===== src/core/cpfs_pkg.sv =====
package cpfs_pkg;
  localparam logic [7:0] CPFS_OUT_EN_OFS   = 8'h02;
  localparam logic [7:0] CPFS_REQ_CFG_OFS  = 8'h05;
  localparam logic [7:0] CPFS_OUT_EN_RST   = 8'hFF;
  localparam logic [7:0] CPFS_REQ_CFG_RST  = 8'h00;
  localparam int         CPFS_EN_PCI0_BIT  = 0;
  localparam int         CPFS_EN_PCI1_BIT  = 1;
  localparam int         CPFS_REQ_A_EN_BIT = 7;
  localparam int         CPFS_REQ_A_SEL    = 6;
  localparam int         CPFS_REQ_B_EN_BIT = 5;
  localparam int         CPFS_REQ_B_SEL    = 4;
  localparam int         CPFS_PAIR_W       = 5;

  // Byte-wide register port from the two-wire serial engine
  typedef struct packed {
    logic       wr_en;
    logic [7:0] addr;
    logic [7:0] wdata;
  } cpfs_reg_req_t;

  // Captured power-up straps
  typedef struct packed {
    logic overclock_locked;
    logic pair5_outputs;
    logic debug_pair_sel;
  } cpfs_straps_t;

  typedef enum logic { CPFS_SAMPLING, CPFS_DONE } cpfs_strap_state_t;
endpackage : cpfs_pkg


===== src/core/cpfs_clock_pin_select.sv =====
`timescale 1ns/10ps
module cpfs_clock_pin_select
  import cpfs_pkg::*;
(
  input  wire logic                    core_clk,             // 100 MHz clock
  input  wire logic                    srst,                 // Power-up reset
  input  wire cpfs_pkg::cpfs_reg_req_t reg_req,              // Register write port
  input  wire logic [7:0]              reg_rd_addr,          // Register read address
  output logic [7:0]                   reg_rdata,            // Read data, one cycle later
  input  wire logic                    pci_clk_gen,          // Internal 33 MHz clock level
  input  wire logic                    pci_stop_n,           // PCI stop pin
  input  wire logic                    pci0_i,               // Shared pin A level
  output logic                         pci0_o,               // Shared pin A drive
  output logic                         pci0_oe,              // Shared pin A enable
  input  wire logic                    pci1_i,               // Shared pin B level
  output logic                         pci1_o,               // Shared pin B drive
  output logic                         pci1_oe,              // Shared pin B enable
  input  wire logic                    pci2_i,               // Trusted strap pin level
  output logic                         pci2_o,               // Trusted strap pin drive
  output logic                         pci2_oe,              // Trusted strap pin enable
  output logic                         pci3_o,               // Plain PCI clock
  input  wire logic                    pci4_i,               // Pair-5 strap pin level
  output logic                         pci4_o,               // Pair-5 strap pin drive
  output logic                         pci4_oe,              // Pair-5 strap pin enable
  input  wire logic                    debug_strap_i,        // Debug strap pin level
  output logic                         free_running_pci_clk, // Free-running drive
  output logic                         free_running_oe,      // Free-running enable
  output logic [CPFS_PAIR_W-1:0]       ref_diff_pair_run,    // Pair run gates 0..4
  output cpfs_pkg::cpfs_straps_t       straps                // Captured straps
);
  import cpfs_pkg::*;

  logic [7:0] out_en_reg;
  logic [7:0] req_cfg_reg;
  logic       req_a_s1_reg;
  logic       clk_request_a_n;
  logic       req_b_s1_reg;
  logic       clk_request_b_n;
  logic       stop_s1_reg;
  logic       stop_s2_reg;
  logic       trust_val;
  logic       trust_done;
  logic       p5_val;
  logic       p5_done;
  logic       dbg_val;
  logic       dbg_done;

  cpfs_strap_latch u_trust (
    .core_clk  (core_clk),
    .srst      (srst),
    .pad_i     (pci2_i),
    .strap_val (trust_val),
    .done      (trust_done)
  );
  cpfs_strap_latch u_pair5 (
    .core_clk  (core_clk),
    .srst      (srst),
    .pad_i     (pci4_i),
    .strap_val (p5_val),
    .done      (p5_done)
  );
  cpfs_strap_latch u_debug (
    .core_clk  (core_clk),
    .srst      (srst),
    .pad_i     (debug_strap_i),
    .strap_val (dbg_val),
    .done      (dbg_done)
  );

  // Register decode
  wire wr_out_en  = reg_req.wr_en && (reg_req.addr == CPFS_OUT_EN_OFS);
  wire wr_req_cfg = reg_req.wr_en && (reg_req.addr == CPFS_REQ_CFG_OFS);
  wire [7:0] rd_mux = (reg_rd_addr == CPFS_OUT_EN_OFS)  ? out_en_reg  :
                      (reg_rd_addr == CPFS_REQ_CFG_OFS) ? req_cfg_reg : 8'h00;

  always_ff @(posedge core_clk) begin
    if (srst) begin
      out_en_reg  <= CPFS_OUT_EN_RST;
      req_cfg_reg <= CPFS_REQ_CFG_RST;
      reg_rdata   <= 8'h00;
    end else begin
      if (wr_out_en) begin
        out_en_reg <= reg_req.wdata;
      end
      if (wr_req_cfg) begin
        req_cfg_reg <= reg_req.wdata;
      end
      reg_rdata <= rd_mux;
    end
  end

  // Pin synchronisers
  always_ff @(posedge core_clk) begin
    req_a_s1_reg    <= pci0_i;
    clk_request_a_n <= req_a_s1_reg;
    req_b_s1_reg    <= pci1_i;
    clk_request_b_n <= req_b_s1_reg;
    stop_s1_reg     <= pci_stop_n;
    stop_s2_reg     <= stop_s1_reg;
  end

  // Pin roles and pair gating
  wire request_a_pin_enable = req_cfg_reg[CPFS_REQ_A_EN_BIT];
  wire request_b_pin_enable = req_cfg_reg[CPFS_REQ_B_EN_BIT];
  // Stop pin exists only when the pair-5 strap chose stop inputs
  wire pci_stopped = !p5_val && p5_done && !stop_s2_reg;
  wire pci_gated   = pci_clk_gen && !pci_stopped;
  wire a_drive = out_en_reg[CPFS_EN_PCI0_BIT] && !request_a_pin_enable;
  wire b_drive = out_en_reg[CPFS_EN_PCI1_BIT] && !request_b_pin_enable;
  // Request held high by the requester stops the steered pair
  wire a_stop  = request_a_pin_enable && clk_request_a_n;
  wire b_stop  = request_b_pin_enable && clk_request_b_n;
  wire a_hi    = req_cfg_reg[CPFS_REQ_A_SEL];
  wire b_hi    = req_cfg_reg[CPFS_REQ_B_SEL];
  wire [CPFS_PAIR_W-1:0] run_next = {
    !(b_stop && b_hi),
    1'b1,
    !(a_stop && a_hi),
    !(b_stop && !b_hi),
    !(a_stop && !a_hi)
  };

  always_ff @(posedge core_clk) begin
    if (srst) begin
      pci0_o               <= 1'b0;
      pci0_oe              <= 1'b0;
      pci1_o               <= 1'b0;
      pci1_oe              <= 1'b0;
      pci2_o               <= 1'b0;
      pci2_oe              <= 1'b0;
      pci3_o               <= 1'b0;
      pci4_o               <= 1'b0;
      pci4_oe              <= 1'b0;
      free_running_pci_clk <= 1'b0;
      free_running_oe      <= 1'b0;
      ref_diff_pair_run    <= '1;
      straps               <= '0;
    end else begin
      pci0_o               <= pci_gated;
      pci0_oe              <= a_drive;
      pci1_o               <= pci_gated;
      pci1_oe              <= b_drive;
      pci2_o               <= pci_gated;
      pci2_oe              <= trust_done;
      pci3_o               <= pci_gated;
      pci4_o               <= pci_gated;
      pci4_oe              <= p5_done;
      free_running_pci_clk <= pci_clk_gen;
      free_running_oe      <= dbg_done;
      ref_diff_pair_run    <= run_next;
      straps               <= '{overclock_locked: trust_val,
                                pair5_outputs:    p5_val,
                                debug_pair_sel:   dbg_val};
    end
  end
endmodule : cpfs_clock_pin_select


===== src/core/cpfs_strap_latch.sv =====
`timescale 1ns/10ps
module cpfs_strap_latch
  import cpfs_pkg::*;
(
  input  wire logic core_clk,   // 100 MHz clock
  input  wire logic srst,       // Power-up reset
  input  wire logic pad_i,      // Strap pin level
  output logic      strap_val,  // Captured strap
  output logic      done        // Capture taken, pin may drive
);
  logic              sync1_reg;
  logic              sync2_reg;
  cpfs_strap_state_t state_reg;
  cpfs_strap_state_t state_next;
  logic              val_next;
  logic              settle_reg;

  // Synchroniser runs through reset; capture waits one cycle after release
  // so that sync2 holds a pad sample taken while the pin was floated
  always_ff @(posedge core_clk) begin
    sync1_reg <= pad_i;
    sync2_reg <= sync1_reg;
  end

  always_comb begin
    state_next = state_reg;
    val_next   = strap_val;
    case (state_reg)
      CPFS_SAMPLING: begin
        if (settle_reg) begin
          val_next   = sync2_reg;
          state_next = CPFS_DONE;
        end
      end
      CPFS_DONE: begin
        state_next = CPFS_DONE;
      end
      default: state_next = CPFS_SAMPLING;
    endcase
  end

  always_ff @(posedge core_clk) begin
    if (srst) begin
      state_reg  <= CPFS_SAMPLING;
      strap_val  <= 1'b0;
      done       <= 1'b0;
      settle_reg <= 1'b0;
    end else begin
      state_reg  <= state_next;
      strap_val  <= val_next;
      done       <= (state_next == CPFS_DONE);
      settle_reg <= 1'b1;
    end
  end
endmodule : cpfs_strap_latch


===== config.mk =====
export PLATFORM = sky130hd
export DESIGN_NAME = cpfs_clock_pin_select
export DESIGN_NICKNAME = d
export VERILOG_FILES = /design/src/core/cpfs_pkg.sv /design/src/core/cpfs_clock_pin_select.sv /design/src/core/cpfs_strap_latch.sv
export SDC_FILE = /design/constraint.sdc
export NUM_CORES = 1
export LEC_CHECK = 0
export ABC_AREA = 1
export BUFFER_PORTS_ARGS = -buffer_cell sky130_fd_sc_hd__buf_2
export CAP_MARGIN = 10
export CORE_MARGIN = 5
export CORE_UTILIZATION = 52
export CTS_BUF_LIST = sky130_fd_sc_hd__clkbuf_4
export DETAILED_ROUTE_END_ITERATION = 16
export PLACE_DENSITY = 0.81
export SLEW_MARGIN = 30
export SYNTH_ARGS = -nofsm -noshare
export SYNTH_HDL_FRONTEND = slang
export SYNTH_SLANG_ARGS = --single-unit
export TNS_END_PERCENT = 100

===== constraint.sdc =====
create_clock -name core_clk -period 1.05 [get_ports core_clk]
set_input_delay 0.21 -clock core_clk [delete_from_list [all_inputs] [get_ports core_clk]]
set_output_delay 0.21 -clock core_clk [all_outputs]
set_load 0.1 [all_outputs]

Word-level counts from Yosys, hierarchy flattened

Cells that the tools add are included.

Equal/unequal tests: 4
Mux-type cells: 7
Bitwise gates (word level): 3
Reductions and logical operators: 27

Operators by type and width:

| kind                                                                  | count |
|---|---|
| 8-bit by 2-bit equality test with 1-bit output, second input constant | 2 |
| 8-bit by 3-bit equality test with 1-bit output, second input constant | 2 |
| 8-bit 2-to-1 mux                                                      | 2 |
| 1-bit logical AND                                                     | 13 |
| 1-bit logical NOT                                                     | 11 |
| 1-bit one-hot mux with 2 select lines                                 | 3 |
| 2-bit AND reduction                                                   | 3 |
| 1-bit NOT                                                             | 3 |
| 1-bit 2-to-1 mux                                                      | 2 |

Bits in registers: 58
Input bits: 34
Logic and storage cells: 75

Depth between registers and ports, before layout

Gate-level depths: netlist (run 1).

Depth in word-level cells: 5
Gate-level depth with buffers: 7
Mapped depth without buffers: 6

Modules after synthesis

Synthesis (run 1) repeated with hierarchy kept, for this count alone.

Cell total of the unflattened synthesis: 244
Area, all modules: 2115.8 um^2

By module, submodules not included:

| module                | instances | cells each | area an instance (um^2) | sequential area each (um^2) |
|---|---|---|---|---|
| cpfs_clock_pin_select | 1         | 202        | 1691.6                  | 880.8 |
| cpfs_strap_latch      | 3         | 14         | 141.4                   | 100.1 |

Worst setup path before layout (run 1)

No wires, ideal clock.

Path kind: reg2out
Start point: reg, netlist name pci4_o
End point: out pci1_o
Arrival time: 1.410 ns
Data required time: 0.840 ns
Path slack: -0.570 ns
Cell stages (with the launch flop): 2
Path through: dfxtp_1 buf_4

RTL lines:

| item             | line                        | source |
|---|---|---|
| end: declaration | cpfs_clock_pin_select.sv:16 | `output logic pci1_o,` |

Worst setup path in the final report (run 1)

Start point: reg pci4_o
End point: out pci4_o

RTL lines:

| item                     | line                         | source |
|---|---|---|
| start: declaration       | cpfs_clock_pin_select.sv:23  | `output logic pci4_o,` |
| start signal: assignment | cpfs_clock_pin_select.sv:146 | `pci4_o <= pci_gated;` |

No word-level cell between the ends.

==> impl_metrics.py, run 1 <==
metrics = {
    "logic_synthesis": {
        "synth_xor_area_share_pct": 0,
        "synthesis.area_um2": 1960,
        "synthDistinctLibCells": 18,
        "synth_fa_ha_area_share_pct": 0,
        "synth.largest_area_cell": "dfxtp_1",
        "synthSimpleGateAreaFrac_pct": 25.8,
        "synth_area_leaders": "dfxtp_1 (58%), nand2_1 (7.7%), nand3_1 (6.4%), a21oi_1 (5.6%), nor2_1 (5.2%)",
        "syn_inst": 226,
        "syn_nets": 260,
        "synth_edf_count": 0,
        "ys_seq_elements": 57,
        "synth_top_family_by_area": "simple AND/OR/NAND/NOR gates",
        "async_flop_share_pct": 0,
        "yosysWarnings": 0,
        "yosys.area.top_type_share_pct": 58.2,
        "synth.area.mux_share_pct": 0,
        "synth-compound-area-share_pct": 6.76,
        "synth_flop_cell": "dfxtp_1",
        "yosysSeqAreaShare_pct": 58.2,
        "avgSynthCellArea_um2": 8.68,
    },
    "power_and_ir_drop": {
        "power_leakage_nw": 1.31,
        "p_per_area_nw_per_um2": 1560,
        "p_comb_share_pct": 13.2,
        "seqPwrFrac_pct": 49.4,
        "p_int_mw": 3.40,
        "clockPowerShare_pct": 37.4,
        "worst_ir_drop_vdd_v": 0.00105,
        "p_sw_mw": 1.20,
        "switching_share_pct": 26.1,
    },
    "floorplanning": {
        "io_pins": 61,
        "dieArea_um2": 5100,
        "rows": 22,
        "start_util_pct": 53.6,
        "die_y_um": 71.4,
        "core_um2": 3660,
        "die_w_um": 71.4,
    },
    "critical_path": {
        "start_kind": "register",
        "path_cells": "buf_12",
        "critPathLaunch": "pci4_o",
        "crit_required_ns": 0.84,
        "ff2ff_setup_slack_ns": 0.21,
        "crit_buf_inv": 1,
        "timing.rr.end": "pci4_o",
        "r2r_start": "u_pair5.done",
        "ff2ff_path_depth": 3,
        "endpoint": "pci4_o",
        "cp-end-kind": "output pin",
        "path_delay_family": "flip-flops",
        "crit_arrival_ns": 1.04,
        "cp_slowest_cell": "dfxtp_4",
        "slowest_delay_ns": 0.45,
        "path_class": "reg -> out",
        "cp_num_cells": 1,
        "path_max_fanout": 5,
    },
    "detailed_routing": {
        "post_drt_wl_per_cell_um": 14.4,
        "viasPerCell": 4.99,
        "dr.pass1.iters": 5,
        "drtIter0Drc": 137,
        "vias": 1742,
        "ant_nets": 0,
        "wirelength_mm": 5.04,
        "drc": 0,
    },
    "placement": {
        "pre_cts_slack_ns": -0.0640,
        "gp_congestion": 0.711,
        "post-dp-hpwl_mm": 3.49,
        "port_buffers": 59,
    },
    "final_layout": {
        "areaGrowthSynthToFinish_pct": 50.5,
        "fin_nets": 330,
        "final_util_pct": 80.6,
        "drive_gt1_share_pct": 35.9,
        "diodes": 0,
    },
    "sta": {
        "slew_viol_final": 0,
        "final_hold_viol_count": 0,
        "final.min_clock_period_ns": 1.25,
        "skew_ns": 0.00956,
        "timing.final.crit_share_pct": 119,
        "rsz0062_at_grt": "yes",
        "setup_violations": 26,
        "fmax_mhz": 802,
        "setup_ws_ns": -0.197,
    },
    "clock_network": {
        "cts_buffers": 9,
        "clock_sinks": 57,
        "cts_tree": "done",
        "clockRootBuffer": "clkbuf_4",
        "path_clk_slew_ns": 0.10,
        "clk_latency_ns": 0.39,
        "clock_path_buffers": 2,
        "htree_levels": 3,
    },
    "run": {
        "maxCapViolCount": 0,
    },
    "global_routing": {
        "grt_pass1_wl_mm": 8.30,
        "grt_usage_pct": 21.5,
        "overflow": 0,
        "grt_max_degree": 22,
        "antenna_found_initial": 0,
        "first_global_vias": 1729,
    },
    "hold_path": {
        "hold_path.class": "in -> reg",
    },
    "status": {
        "violations": "negative setup slack",
        "status": "finished with violations",
    },
}
-- timing repair --
| item | CTS | global route |
|---|---|---|
| cloned | 0 | 0 |
| setup buffers | 0 | 0 |
| endpoints found under the hold margin | 6 | 0 |
| endpoints found under the setup margin | 26 | 26 |
| hold buffers | 6 | 0 |
| resized for setup | 0 | 0 |
-- routing by layer --
layer  wire (um)  part of all wire [%]  global-route usage [%]  up-vias
met5           0                     0                       0        -
met4         141                   2.8                    11.3        0
met3         328                   6.5                    6.45       11
met2        2730                    54                    38.4       79
met1        1830                    36                    22.5      789
li1            -                     -                       -      863
-- cells by family (layout without fill, tap and decap cells) --
group	Yosys count	after routing
AOI/OAI and AO/OA	26	26
other	1	1
buffers and inverters	33	108
DFF	57	57
and+or+nand+nor	109	109
-- Yosys cell counts, types with 2 or more instances --
master,instances
dfxtp_1,57
nand2_1,40
nor2_1,27
nand3_1,25
a21oi_1,22
inv_1,20
nand3b_1,9
buf_4,7
buf_2,3
buf_6,3
o21ai_0,3
nand4_1,2
nor2_2,2
nor2_4,2
-- worst min-delay path by stage --
stage | start | endpoint | slack (ns) | cells after the start
2_1_floorplan | pci0_i | req_a_s1_reg | 0.24 | 0
3_3_place_gp | req_a_s1_reg | clk_request_a_n | 0.31 | 0
3_5_place_dp | req_b_s1_reg | clk_request_b_n | 0.31 | 0
4_1_cts | pci_clk_gen | free_running_pci_clk | 0.02 | 3
5_1_grt | pci_clk_gen | free_running_pci_clk | 0.03 | 3
6_report | pci_clk_gen | free_running_pci_clk | 0.04 | 3
-- power groups by stage --
| stage | Clock [mW] | Sequential (mW) | Combinational (mW) |
|---|---|---|---|
| 3_5_place_dp | 0 | 2.32 | 0.589 |
| 6_report | 1.72 | 2.27 | 0.608 |
| 5_1_grt | 1.86 | 2.28 | 0.639 |
| 4_1_cts | 1.75 | 2.27 | 0.608 |
| 3_3_place_gp | 0 | 2.31 | 0.571 |
| 2_1_floorplan | 0 | 2.45 | 0.223 |
-- cells in the final DEF (no fill, tap or decap), drive strengths merged --
cell,instances
buf,66
dfxtp,57
nand2,41
nor2,31
nand3,25
a21oi,22
inv,20
nand3b,9
clkbuf,9
dlygate4sd3,6
clkinv,4
o21ai,3
nand4,2
bufinv,2
and2,1
o31ai,1
conb,1
clkinvlp,1
-- tightest hold or removal path: cells and delay by family --
| kind | cells | cell delay [ns] |
|---|---|---|
| buffers and inverters | 2 | 0.13 |
| AND/OR/NAND/NOR | 1 | 0.05 |
-- through the flow --
| step | TNS, ns | instances | hold WS, ns | instance area, um^2 | power, mW |
|---|---|---|---|---|---|
| 2_1_floorplan | -0.0557 | 226 | 0.238 | 2000 | 2.68 |
| 3_3_place_gp | 0 | 327 | 0.310 | 2740 | 2.89 |
| 3_5_place_dp | -0.312 | 327 | 0.312 | 2740 | 2.91 |
| 4_1_cts | -3.10 | 349 | 0.0175 | 2950 | 4.63 |
| 5_1_grt | -3.61 | 349 | 0.0267 | 2950 | 4.78 |
| 6_report | -2.44 | 349 | 0.0409 | 2950 | 4.60 |
-- cell type report --
type / count / area (um^2)
Clock buffer: 9 / 67.6
Clock inverter: 7 / 85.1
Fill cell: 213 / 711
Inverter: 20 / 75.1
Multi-Input combinational cell: 136 / 643
Sequential cell: 57 / 1170
Tap cell: 48 / 60.1
Timing Repair Buffer: 72 / 848
Power figures use the tool's default switching activity.
==> inputs of run 2 (changes only) <==
CELL_PAD_IN_SITES_DETAIL_PLACEMENT = 0   (was unset)
CELL_PAD_IN_SITES_GLOBAL_PLACEMENT = 1   (was unset)
CORE_UTILIZATION = 36   (was 52)
CTS_BUF_LIST = unset   (was sky130_fd_sc_hd__clkbuf_4)
CTS_CLUSTER_SIZE = 24   (was unset)
PLACE_DENSITY = unset   (was 0.81)
PLACE_DENSITY_LB_ADDON = 0.1   (was unset)
==> run 2 against run 1 <==
The run still ends with negative setup slack left; sequential power about the same; cell area increased by 2.8%; via count decreased by 5.5%; fmax increased by 7.1%; flip-flop and latch count unchanged; critical path type unchanged.
==> impl_metrics.py, run 2 (synthesis gave the netlist of run 1 again) <==
metrics = {
    "status": {
        "status": "finished with violations",
        "violations": "negative setup slack",
    },
    "clock_network": {
        "clock_path_buffers": 2,
        "cts_buffers": 9,
        "htree_levels": 3,
        "clk_latency_ns": 0.32,
        "clockRootBuffer": "clkbuf_8",
        "path_clk_slew_ns": 0.07,
        "cts_setup_buffers": 0,
        "cts_tree": "done",
        "clock_sinks": 57,
    },
    "floorplanning": {
        "io_pins": 61,
        "dieArea_um2": 7020,
        "die_w_um": 83.8,
        "start_util_pct": 37.7,
        "core_um2": 5200,
        "rows": 26,
        "die_y_um": 83.8,
    },
    "final_layout": {
        "layout_common_cells": "nand2_1 (40), dfxtp_1 (35), buf_2 (33), buf_12 (29), nor2_1 (27)",
        "final_util_pct": 58.3,
        "areaGrowthSynthToFinish_pct": 54.7,
        "regArea_um2": 1170,
        "fin_nets": 333,
        "fillerInstances": 486,
        "diodes": 0,
        "fin_cells": 374,
        "design_area_um2": 3030,
        "multiInputGateArea_um2": 643,
        "drive_gt1_share_pct": 36.8,
        "layout_commonest_cell": "nand2_1",
    },
    "critical_path": {
        "cp-end-kind": "output pin",
        "slowest_delay_ns": 0.43,
        "crit_required_ns": 0.84,
        "crit_buf_inv": 1,
        "cp_slowest_cell": "dfxtp_4",
        "critPathLaunch": "pci4_o",
        "path_delay_family": "flip-flops",
        "start_kind": "register",
        "r2r_start": "u_pair5.settle_reg",
        "path_class": "reg -> out",
        "crit_arrival_ns": 0.95,
        "path_cells": "buf_12",
        "path_max_fanout": 5,
    },
    "power_and_ir_drop": {
        "power_leakage_nw": 1.34,
        "switching_share_pct": 25.5,
        "p_sw_mw": 1.24,
        "seqPwrFrac_pct": 46.7,
        "worst_ir_drop_vdd_v": 0.00152,
        "p_int_mw": 3.62,
        "clockPowerShare_pct": 41.0,
        "p_comb_share_pct": 12.3,
        "p_per_area_nw_per_um2": 1600,
    },
    "detailed_routing": {
        "drtIter0Drc": 52,
        "wirelength_mm": 4.18,
        "vias": 1646,
        "dr.pass1.iters": 4,
        "viasPerCell": 4.40,
        "drc": 0,
        "post_drt_wl_per_cell_um": 11.2,
        "ant_nets": 0,
    },
    "placement": {
        "post-dp-hpwl_mm": 2.97,
        "pre_cts_slack_ns": -0.0270,
        "gp_congestion": 0.751,
        "port_buffers": 59,
        "place_area_um2": 2780,
        "dp.cells": 352,
    },
    "sta": {
        "setup_ws_ns": -0.114,
        "final_hold_viol_count": 0,
        "timing.final.crit_share_pct": 111,
        "fmax_mhz": 859,
        "setup_violations": 10,
        "slew_viol_final": 0,
        "final.min_clock_period_ns": 1.16,
        "fin_setup_tns_ns": -0.583,
        "skew_ns": 0.00622,
        "rsz0062_at_grt": "yes",
    },
    "global_routing": {
        "grt_usage_pct": 12.9,
        "grt_pass1_wl_mm": 7.25,
        "grt_max_degree": 26,
        "gr-usage-met1_pct": 15.8,
        "gr-max-usage-layer": "met2",
        "antenna_found_initial": 0,
        "overflow": 0,
        "first_global_vias": 1627,
        "met2_usage_pct": 20.1,
        "grt_use_met3_pct": 3.85,
    },
    "hold_path": {
        "hold_path.class": "in -> reg",
        "hp-start": "pci_clk_gen",
    },
    "run": {
        "maxCapViolCount": 0,
    },
}
run 2: cell type report:
class | instances | share of cell area (%)
flip-flops and latches | 57 | 38.6
repair buffers | 75 | 28.3
clock buffers | 11 | 4.66
well taps | 70 | 2.89
clock inverters | 5 | 1.86
inverters | 20 | 2.48
multi-input cells | 136 | 21.2
run 2: worst paths after layout:
kind                                              to  slack (ns)  depth (start not counted)
worst min-delay path            free_running_pci_clk         0.1                          3
worst max-delay path                          pci2_o       -0.11                          1
worst max register to register     u_trust.strap_val        0.25                          3
worst min register to register     u_debug.sync2_reg        0.33                          0
run 2: power by group through the flow:
stage	Clock [mW]	Combinational (mW)	Sequential, mW
finish	1.99	0.599	2.27
CTS	2.05	0.604	2.27
global placement	0	0.582	2.32
global route	2.16	0.636	2.27
detailed placement	0	0.586	2.32
floorplan	0	0.223	2.45
run 2: layer usage:
layer,up-vias,part of all wire [%],wire (um)
li1,867,-,-
met1,729,46,1900
met2,41,46,1950
met3,9,6.1,255
met4,0,1.9,78
met5,-,0,0
run 2: what timing repair did:
action,4_1_cts,5_1_grt
setup endpoints to repair,26,26
endpoints found under the hold margin,6,0
pin swaps,0,0
hold buffers,6,0
resized for setup,0,0
run 2: stage by stage:
stage | hold slack (ns) | power (mW)
3_5_place_dp | 0.313 | 2.90
3_3_place_gp | 0.311 | 2.90
2_1_floorplan | 0.238 | 2.68
4_1_cts | 0.0855 | 4.92
5_1_grt | 0.0947 | 5.07
6_report | 0.0979 | 4.86
==> inputs of run 3 (changes only) <==
TNS_END_PERCENT = 1   (was 100)
==> run 3 against run 2 <==
The flow still finishes with violations (negative setup slack); clock power barely moved; first-iteration DRC count rose by 42%; register-to-register slack barely moved; power rose by 0.55%; clock skew fell by 0.0021 ns; die area did not move; combinational power rose by 1%; setup slack barely moved; sequential power barely moved; hold slack got worse by 0.0044 ns; largest cell class unchanged.
==> impl_metrics.py, run 3 (synthesis gave the netlist of run 1 again) <==
metrics = {
    "floorplanning": {
        "start_util_pct": 37.7,
        "die_y_um": 83.8,
        "dieArea_um2": 7020,
        "rows": 26,
        "die_w_um": 83.8,
        "core_um2": 5200,
        "io_pins": 61,
    },
    "critical_path": {
        "path_class": "reg -> out",
        "cp_slowest_cell": "dfxtp_4",
        "crit_arrival_ns": 0.95,
        "start_kind": "register",
        "cp-end-kind": "output pin",
        "slowest_delay_ns": 0.43,
        "path_max_fanout": 5,
        "path_cells": "buf_12",
        "crit_buf_inv": 1,
        "path_delay_family": "flip-flops",
        "crit_required_ns": 0.84,
    },
    "sta": {
        "setup_ws_ns": -0.114,
        "timing.final.crit_share_pct": 111,
        "setup_violations": 16,
        "whs_ns": 0.0935,
        "rsz0062_at_grt": "yes",
        "fmax_mhz": 859,
        "final_hold_viol_count": 0,
        "skew_ns": 0.00412,
        "slew_viol_final": 0,
        "final.min_clock_period_ns": 1.16,
    },
    "detailed_routing": {
        "ant_nets": 0,
        "wirelength_mm": 4.35,
        "drc": 0,
        "vias": 1650,
        "post_drt_wl_per_cell_um": 11.7,
        "dr.pass1.iters": 5,
        "viasPerCell": 4.44,
        "drtIter0Drc": 74,
    },
    "run": {
        "maxCapViolCount": 0,
    },
    "placement": {
        "place_area_um2": 2760,
        "dp.cells": 350,
        "gp_congestion": 0.765,
        "port_buffers": 59,
        "post-dp-hpwl_mm": 3.10,
        "pre_cts_slack_ns": -0.0535,
    },
    "status": {
        "status": "finished with violations",
        "violations": "negative setup slack",
    },
    "final_layout": {
        "drive_gt1_share_pct": 36.4,
        "fillerInstances": 481,
        "layout_common_cells": "nand2_1 (40), dfxtp_1 (35), buf_2 (33), buf_12 (31), nor2_1 (27)",
        "diodes": 0,
        "fin_nets": 331,
        "multiInputGateArea_um2": 643,
        "regArea_um2": 1170,
        "layout_commonest_cell": "nand2_1",
        "areaGrowthSynthToFinish_pct": 55.1,
        "design_area_um2": 3040,
        "fin_cells": 372,
    },
    "global_routing": {
        "grt_max_degree": 26,
        "first_global_vias": 1593,
        "overflow": 0,
        "grt_usage_pct": 13.2,
        "antenna_found_initial": 0,
        "grt_pass1_wl_mm": 7.31,
    },
    "clock_network": {
        "clock_sinks": 57,
        "cts_buffers": 9,
        "clockRootBuffer": "clkbuf_8",
        "htree_levels": 3,
        "cts_setup_buffers": 0,
        "cts_tree": "done",
        "clock_path_buffers": 2,
        "path_clk_slew_ns": 0.06,
        "clk_latency_ns": 0.33,
    },
    "power_and_ir_drop": {
        "worst_ir_drop_vdd_v": 0.00113,
        "p_per_area_nw_per_um2": 1610,
        "power_leakage_nw": 1.34,
        "power_mw": 4.88,
    },
    "hold_path": {
        "hold_path.class": "in -> reg",
    },
}
[run 3: final cells by class]
class | count | area share, %
clock buffer | 11 | 4.65
clock inverter | 5 | 1.81
inverter | 20 | 2.47
multi-input combinational | 136 | 21.1
sequential | 57 | 38.5
tap | 70 | 2.88
timing repair buffer | 73 | 28.5
[run 3: worst paths after layout]
kind	to	start	slack, ns	cells after the start
worst max-delay path	pci2_o	pci4_o	-0.11	1
worst min-delay path	free_running_pci_clk	pci_clk_gen	0.09	3
worst max register to register	ref_diff_pair_run[0]	req_cfg_reg[7]	0.25	3
worst min register to register	stop_s2_reg	stop_s1_reg	0.33	0
[run 3: where the power goes]
| part | total [mW] | internal (mW) | switching [mW] |
|---|---|---|---|
| Clock | 2.01 | 1.15 | 0.858 |
| Sequential | 2.27 | 2.23 | 0.0358 |
| Combinational | 0.607 | 0.236 | 0.371 |
[run 3: repair_timing]
item / 4_1_cts / 5_1_grt
hold buffers: 6 / 0
hold endpoints to repair: 6 / 0
setup endpoints to repair: 26 / 26
gates resized for setup: 20 / 0
[run 3: layer usage]
layer,part of all wire [%],GRT usage [%]
met5,0,0
met4,2.0,5.70
met3,8.3,6.42
met2,41,18.8
met1,49,16.8
[run 3: metrics by stage]
step,setup TNS (ns),utilization (%)
final,-0.606,58.4
after global placement,-0.107,53.0
after detailed placement,-0.275,53.0
after CTS,-1.15,58.4
after global routing,-1.68,58.4
after floorplan,-1.54,-
